--- config.mk ---
export PLATFORM = sky130hd
export DESIGN_NAME = dmra_arbiter
export DESIGN_NICKNAME = d
export VERILOG_FILES = /design/src/dmra_pkg.sv /design/src/dmra_arbiter.sv
export SDC_FILE = /design/constraint.sdc
export NUM_CORES = 1
export LEC_CHECK = 0
export BUFFER_PORTS_ARGS = -buffer_cell sky130_fd_sc_hd__buf_2
export CAP_MARGIN = 20
export CORE_MARGIN = 8
export CORE_UTILIZATION = 55
export CTS_CLUSTER_SIZE = 28
export DETAILED_ROUTE_END_ITERATION = 16
export PLACE_DENSITY_LB_ADDON = 0.15
export SLEW_MARGIN = 20
export SYNTH_ARGS = -nofsm -noshare
export SYNTH_HDL_FRONTEND = slang
export SYNTH_SLANG_ARGS = --single-unit
--- constraint.sdc ---
create_clock -name i_clk_sys -period 5 [get_ports i_clk_sys]
set_input_delay 0.75 -clock i_clk_sys [delete_from_list [all_inputs] [get_ports i_clk_sys]]
set_output_delay 0.75 -clock i_clk_sys [all_outputs]
set_load 0.02 [all_outputs]
--- src/dmra_pkg.sv ---
/*
 * Constants and carrier types for the dual-master register access block.
 * Assumes an 8-bit register address and 8-bit data on both access ports.
 */
package dmra_pkg;
	// ==========================================================
	// register offsets
	localparam logic [7:0] ADDR_SLAVE_ADDRESS_SELECT = 8'h00;
	localparam logic [7:0] ADDR_HANDOVER_MAILBOX_A = 8'h18;
	localparam logic [7:0] ADDR_HANDOVER_MAILBOX_B = 8'h19;
	// ==========================================================
	// field layout of the address register
	localparam int OWN_ADDR_MSB = 7;
	localparam int OWN_ADDR_LSB = 1;
	localparam int OVERRIDE_BIT = 0;
	// ==========================================================
	// reset values and the unmapped read value
	localparam logic [7:0] MAILBOX_RESET = 8'h00;
	localparam logic OVERRIDE_RESET = 1'b0;
	localparam logic [7:0] UNMAPPED_READ = 8'h00;
	// ==========================================================
	// strap decode: eight levels select eight slave addresses
	localparam int STRAP_W = 3;
	localparam logic [6:0] STRAP_ADDR_0 = 7'h2c;
	localparam logic [6:0] STRAP_ADDR_1 = 7'h2e;
	localparam logic [6:0] STRAP_ADDR_2 = 7'h30;
	localparam logic [6:0] STRAP_ADDR_3 = 7'h32;
	localparam logic [6:0] STRAP_ADDR_4 = 7'h34;
	localparam logic [6:0] STRAP_ADDR_5 = 7'h36;
	localparam logic [6:0] STRAP_ADDR_6 = 7'h38;
	localparam logic [6:0] STRAP_ADDR_7 = 7'h3c;
	// ==========================================================
	// one register access request
	typedef struct packed {
		logic valid;
		logic write;
		logic [7:0] addr;
		logic [7:0] wdata;
	} dmra_req_s;
	// ==========================================================
	// arbiter states
	typedef enum logic [1:0] {
		ST_IDLE = 2'b00,
		ST_LOCAL = 2'b01,
		ST_REMOTE = 2'b10
	} dmra_state_e;
endpackage : dmra_pkg

--- src/dmra_arbiter.sv ---
/*
 * Register file of the deserializer shared between the local master and the
 * remote master behind the side control channel, with a fixed-priority
 * arbiter, the strap-loaded slave address and the two handover mailboxes.
 * Assumes both request ports come from I2C slave logic on i_clk_sys that
 * holds a request until its done pulse (clock stretching meanwhile); the
 * strap and direction pins come from outside and are synchronised here.
 */
`timescale 1ns/100ps

module dmra_arbiter (
	// clock, reset, enable
	input wire logic i_clk_sys,
	input wire logic i_rst,
	input wire logic i_ce,
	// strap and pass-through direction
	input wire logic [2:0] i_address_strap_pin,
	input wire logic i_pt_req_camera,
	input wire logic i_pt_req_display,
	// local master register port
	input wire dmra_pkg::dmra_req_s i_local_req,
	output logic o_local_done,
	output logic [7:0] o_local_rdata,
	// remote master register port over the side control channel
	input wire dmra_pkg::dmra_req_s i_remote_req,
	output logic o_remote_done,
	output logic [7:0] o_remote_rdata,
	// address in use and pass-through grants
	output logic [6:0] o_active_slave_address,
	output logic o_pt_camera_en,
	output logic o_pt_display_en
);
	// ==========================================================
	// strap decode
	function automatic logic [6:0] strap_decode(input logic [2:0] code);
		case (code)
			3'h0: strap_decode = dmra_pkg::STRAP_ADDR_0;
			3'h1: strap_decode = dmra_pkg::STRAP_ADDR_1;
			3'h2: strap_decode = dmra_pkg::STRAP_ADDR_2;
			3'h3: strap_decode = dmra_pkg::STRAP_ADDR_3;
			3'h4: strap_decode = dmra_pkg::STRAP_ADDR_4;
			3'h5: strap_decode = dmra_pkg::STRAP_ADDR_5;
			3'h6: strap_decode = dmra_pkg::STRAP_ADDR_6;
			default: strap_decode = dmra_pkg::STRAP_ADDR_7;
		endcase
	endfunction : strap_decode

	// ==========================================================
	// pin synchronisers
	logic [2:0] strap_s1_reg, strap_s2_reg;
	logic [1:0] dir_s1_reg, dir_s2_reg;
	// strap stages keep sampling through reset, so the code is settled
	// when it is caught at the first edge after release
	always_ff @(posedge i_clk_sys) begin
		if (i_ce) begin
			strap_s1_reg <= i_address_strap_pin;
			strap_s2_reg <= strap_s1_reg;
		end
	end
	always_ff @(posedge i_clk_sys or posedge i_rst) begin
		if (i_rst) begin
			dir_s1_reg <= 2'h0;
			dir_s2_reg <= 2'h0;
		end else if (i_ce) begin
			dir_s1_reg <= {i_pt_req_display, i_pt_req_camera};
			dir_s2_reg <= dir_s1_reg;
		end
	end

	// ==========================================================
	// register file and arbiter state
	dmra_pkg::dmra_state_e state_reg, state_next;
	logic loaded_reg, loaded_next;
	logic [6:0] strap_addr_reg, strap_addr_next;
	logic [6:0] own_addr_reg, own_addr_next;
	logic override_reg, override_next;
	logic [7:0] mbox_a_reg, mbox_a_next;
	logic [7:0] mbox_b_reg, mbox_b_next;
	logic local_done_reg, local_done_next;
	logic remote_done_reg, remote_done_next;
	logic [7:0] local_rdata_reg, local_rdata_next;
	logic [7:0] remote_rdata_reg, remote_rdata_next;
	logic [6:0] active_reg, active_next;
	logic cam_reg, cam_next;
	logic disp_reg, disp_next;
	dmra_pkg::dmra_req_s req;
	logic [7:0] rdata;

	always_comb begin
		state_next = state_reg;
		loaded_next = 1'b1;
		strap_addr_next = strap_addr_reg;
		own_addr_next = own_addr_reg;
		override_next = override_reg;
		mbox_a_next = mbox_a_reg;
		mbox_b_next = mbox_b_reg;
		local_done_next = 1'b0;
		remote_done_next = 1'b0;
		local_rdata_next = local_rdata_reg;
		remote_rdata_next = remote_rdata_reg;
		cam_next = cam_reg;
		disp_next = disp_reg;
		req = '0;
		rdata = dmra_pkg::UNMAPPED_READ;
		// strap caught once after reset release
		if (!loaded_reg) begin
			strap_addr_next = strap_decode(strap_s2_reg);
			own_addr_next = strap_decode(strap_s2_reg);
		end
		// one grant at a time; the done pulse closes it, so a held
		// request from the loser waits (stretched) until then
		case (state_reg)
			dmra_pkg::ST_IDLE: begin
				if (i_local_req.valid && !local_done_reg) begin
					state_next = dmra_pkg::ST_LOCAL;
				end else if (i_remote_req.valid && !remote_done_reg) begin
					state_next = dmra_pkg::ST_REMOTE;
				end
			end
			dmra_pkg::ST_LOCAL: begin
				req = i_local_req;
				state_next = dmra_pkg::ST_IDLE;
			end
			dmra_pkg::ST_REMOTE: begin
				req = i_remote_req;
				state_next = dmra_pkg::ST_IDLE;
			end
			default: state_next = dmra_pkg::ST_IDLE;
		endcase
		// single access point keeps same-register accesses ordered;
		// reads have no side effect: no read-to-clear or self-clearing
		// field exists in this map
		case (req.addr)
			dmra_pkg::ADDR_SLAVE_ADDRESS_SELECT: rdata = {own_addr_reg,
				override_reg};
			dmra_pkg::ADDR_HANDOVER_MAILBOX_A: rdata = mbox_a_reg;
			dmra_pkg::ADDR_HANDOVER_MAILBOX_B: rdata = mbox_b_reg;
			default: rdata = dmra_pkg::UNMAPPED_READ;
		endcase
		if (req.valid && req.write && loaded_reg) begin
			case (req.addr)
				dmra_pkg::ADDR_SLAVE_ADDRESS_SELECT: begin
					own_addr_next = req.wdata[dmra_pkg::OWN_ADDR_MSB:
						dmra_pkg::OWN_ADDR_LSB];
					override_next = req.wdata[dmra_pkg::OVERRIDE_BIT];
				end
				dmra_pkg::ADDR_HANDOVER_MAILBOX_A: mbox_a_next = req.wdata;
				dmra_pkg::ADDR_HANDOVER_MAILBOX_B: mbox_b_next = req.wdata;
				default: ;
			endcase
		end
		if (state_reg == dmra_pkg::ST_LOCAL) begin
			local_done_next = 1'b1;
			local_rdata_next = req.write ? local_rdata_reg : rdata;
		end
		if (state_reg == dmra_pkg::ST_REMOTE) begin
			remote_done_next = 1'b1;
			remote_rdata_next = req.write ? remote_rdata_reg : rdata;
		end
		// pass-through direction: first claimant keeps it until released
		if (!cam_reg && !disp_reg) begin
			cam_next = dir_s2_reg[0];
			disp_next = dir_s2_reg[1] && !dir_s2_reg[0];
		end else begin
			cam_next = cam_reg && dir_s2_reg[0];
			disp_next = disp_reg && dir_s2_reg[1];
		end
		active_next = override_next ? own_addr_next : strap_addr_next;
	end

	always_ff @(posedge i_clk_sys or posedge i_rst) begin
		if (i_rst) begin
			state_reg <= dmra_pkg::ST_IDLE;
			loaded_reg <= 1'b0;
			strap_addr_reg <= dmra_pkg::STRAP_ADDR_0;
			own_addr_reg <= dmra_pkg::STRAP_ADDR_0;
			override_reg <= dmra_pkg::OVERRIDE_RESET;
			mbox_a_reg <= dmra_pkg::MAILBOX_RESET;
			mbox_b_reg <= dmra_pkg::MAILBOX_RESET;
			local_done_reg <= 1'b0;
			remote_done_reg <= 1'b0;
			local_rdata_reg <= 8'h00;
			remote_rdata_reg <= 8'h00;
			active_reg <= dmra_pkg::STRAP_ADDR_0;
			cam_reg <= 1'b0;
			disp_reg <= 1'b0;
		end else if (i_ce) begin
			state_reg <= state_next;
			loaded_reg <= loaded_next;
			strap_addr_reg <= strap_addr_next;
			own_addr_reg <= own_addr_next;
			override_reg <= override_next;
			mbox_a_reg <= mbox_a_next;
			mbox_b_reg <= mbox_b_next;
			local_done_reg <= local_done_next;
			remote_done_reg <= remote_done_next;
			local_rdata_reg <= local_rdata_next;
			remote_rdata_reg <= remote_rdata_next;
			active_reg <= active_next;
			cam_reg <= cam_next;
			disp_reg <= disp_next;
		end
	end

	// ==========================================================
	// outputs
	assign o_local_done = local_done_reg;
	assign o_local_rdata = local_rdata_reg;
	assign o_remote_done = remote_done_reg;
	assign o_remote_rdata = remote_rdata_reg;
	assign o_active_slave_address = active_reg;
	assign o_pt_camera_en = cam_reg;
	assign o_pt_display_en = disp_reg;
endmodule : dmra_arbiter

==> results by group <==
Synthesis
  • Number of flops mapped to enable cells by yosys: 6
  • Most common cell in the netlist: dfrtp_1
  • Leading area contributor after synthesis: dfrtp_1
  • Most used flip-flop cell after synthesis: dfrtp_1
  • Post-Syn Nets: 369
  • Yosys warns: 0
  • Register area share after synthesis: 0.5171
  • Post-synthesis cell area: 0.003516 mm^2
  • Netlist cell types: 54
  • #FFs+latches synth: 71
  • Avg Inst Size Synth: 10.92 um^2
  • Synth top cells by count: 56 x dfrtp_1, 33 x nor2_1, 26 x a21oi_1, 20 x nand2_1, 19 x mux2_2
  • Synth Instances: 322
  • Synth top area cells: dfrtp_1 40%, dfstp_2 6.7%, mux2_2 6.1%, edfxtp_1 5.1%, a21oi_1 3.7%
  • Synth async-reset ratio: 0.9155
  • Yosys top cell area share: 0.3986

Worst hold path
  • Hold crit path type: primary input to asynchronous set/reset pin

Routing
  • Met2 WL: 3918 um
  • DRT iter0 DRCs: 152
  • Vias: 2,707
  • DR WL/cell: 17.67 um
  • Drt total wl: 8270 um
  • M1 WL: 3704 um
  • Detail Route Antenna Nets: 0
  • Met3 wire len: 468 um
  • Drt drc: 0
  • Highest metal used: met4
  • Vias per inst: 5.784
  • Drt first pass iters: 4

Setup path
  • Crit path DAT: 3.26 ns
  • CP Data Required Time: 5.23 ns
  • Setup crit start kind: register
  • Crit end category: register
  • Worst R2R Setup Slack: 1.96 ns
  • CP max FO: 18
  • Critical path type: register to register

Global routing
  • First-pass GRT wire length: 13,420 um
  • Largest net degree at the start of global routing: 44
  • Initial antenna violation count: 0
  • GRT Total Usage: 0.1913
  • Overflow after GRT: 0
  • Number of global-route vias before repair: 2,721

Run status
  • Status: finished clean

Finish
  • Fin util: 0.6492
  • NumNets Final: 433
  • Layout cells sized above 1: 0.3274
  • Area grow syn2layout: 15.91%
  • # diodes: 0

Die
  • Die area: 0.009207 mm^2
  • Die width: 95.96 um
  • Top-Level Pins: 71
  • Core area: 0.006277 mm^2
  • Vert. Die Dim: 95.96 um
  • Starting density of the core: 0.5601
  • Std cell rows: 29

Power and ir drop
  • Switching share of power: 0.4039
  • Gate power share: 0.409
  • Clk network pwr share: 0.202
  • Final Total Pwr: 2.100 mW
  • Lkg Pwr: 1.911 nW
  • Psw: 0.8482 mW
  • Maximum vdd drop: 0.3216 mV
  • Internal Pwr Total: 1.252 mW
  • Sequential share of power: 0.389
  • PD cells: 515.4 mW/mm^2

Timing
  • Min cycle time layout: 3.038 ns
  • Post-Route Setup TNS: 0 ns
  • Worst setup margin: 1.962 ns
  • Final Hold Viols: 0
  • Final Max Slew Viols: 0
  • Hold Slack: 0.4192 ns
  • Final Skew: 0.01259 ns
  • RSZ-0062 raised after global routing: no
  • Slew headroom: 0.5389
  • Fmax achieved: 329.2 MHz
  • Final setup violation count: 0
  • Period utilization: 0.6075
  • Worst Tran Pin Value: 0.6916 ns

CTS
  • CTS buffer count: 9
  • H-tree levels: 3
  • Post-cts gate resize count: 0
  • CTS clk-pin slew, worst paths: 0.07 ns
  • Clock tree from TritonCTS: yes
  • Clock sinks: 71
  • Root Driver: clkbuf_8
  • Post-CTS Setup Inserts: 0
  • Worst-skew pair later-pin latency: 0.34 ns
  • Hold_buf cts: 0
  • CTS Buffer Depth: 2

Placed design
  • Input/output buffers: 70
  • Post-DP HPWL: 5970 um
  • Place WS: 1.961 ns
  • RD Place Congestion: 0.8230

Run
  • Max-cap violations: 0
## metal layers
metal | track usage | vias to the layer above
li1 | - | 1307
met1 | 0.2511 | 1307
met2 | 0.2954 | 76
met3 | 0.03822 | 17
met4 | 0.09603 | 0
met5 | 0 | -
## cell usage in the layout (no fill, tap or decap), drive strengths merged, types with 2 or more instances in the layout
cell     count
dfstp        9
and2         3
o22ai        2
nor2b        5
o2bb2ai      2
inv         12
clkinv       6
o211ai       5
o41ai        2
a22o         3
buf         73
nand4        3
o31ai        2
nand2b       3
o2111a       2
ha           3
mux2        22
clkbuf      11
nand3        3
a21oi       27
and3         2
a22oi       11
a21boi       2
mux2i       13
edfxtp       6
a31o         4
nor2        33
nand2       20
o21ai       15
a2bb2oi     12
a31oi        3
a32o         2
dfrtp       56
nor3         6
## final timing paths
kind,start,endpoint,depth (start not counted)
min reg2reg,strap_s1_reg[1],strap_s2_reg[1],0
min in group i_clk_sys,strap_s1_reg[1],strap_s2_reg[1],0
max reg2reg,state_reg[0],mbox_a_reg[4],7
min,i_rst,o_local_rdata[6],2
max in group asynchronous,i_rst,strap_addr_reg[3],3
max,state_reg[0],mbox_a_reg[4],7
## critical path: stages (launching register included)
cell and delay [ns]:
dfrtp_1 0.38, inv_1 0.11, ha_1 0.61, a22oi_1 0.24, nor3_1 0.27, nand4_2 0.35
nor3_4 0.57, mux2_2 0.39
## kinds of logic (layout without fill, tap and decap cells)
group | Yosys count | count (layout) | share of synthesized area
compound gates | 99 | 99 | 0.2061
simple gates | 80 | 80 | 0.1153
fa+ha+maj | 3 | 3 | 0.01068
mux | 35 | 35 | 0.1075
buf+inv | 33 | 102 | 0.04092
flops | 71 | 71 | 0.5171
xor+xnor | 1 | 1 | 0.002492
## stage by stage
step	std cells	instance area (um^2)
2_1_floorplan	322	3516
3_3_place_gp	452	3890
3_5_place_dp	452	3890
4_1_cts	468	4075
5_1_grt	468	4075
6_report	468	4075
## power groups by stage
stage	registers, mW	clock network (mW)	logic (mW)
3_5_place_dp	0.829	0	0.863
2_1_floorplan	0.940	0	0.490
5_1_grt	0.835	0.465	0.946
3_3_place_gp	0.825	0	0.850
6_report	0.817	0.424	0.858
4_1_cts	0.819	0.439	0.866
## layout make-up
cell class	instances	area, um^2
fill	527	2202
sequential	71	1818
multi-input combinational	218	1554
timing repair buffer	73	372.9
clock buffer	11	152.6
tap	77	96.34
inverter	13	48.80
clock inverter	5	32.53
Power figures use the tool's default switching activity.
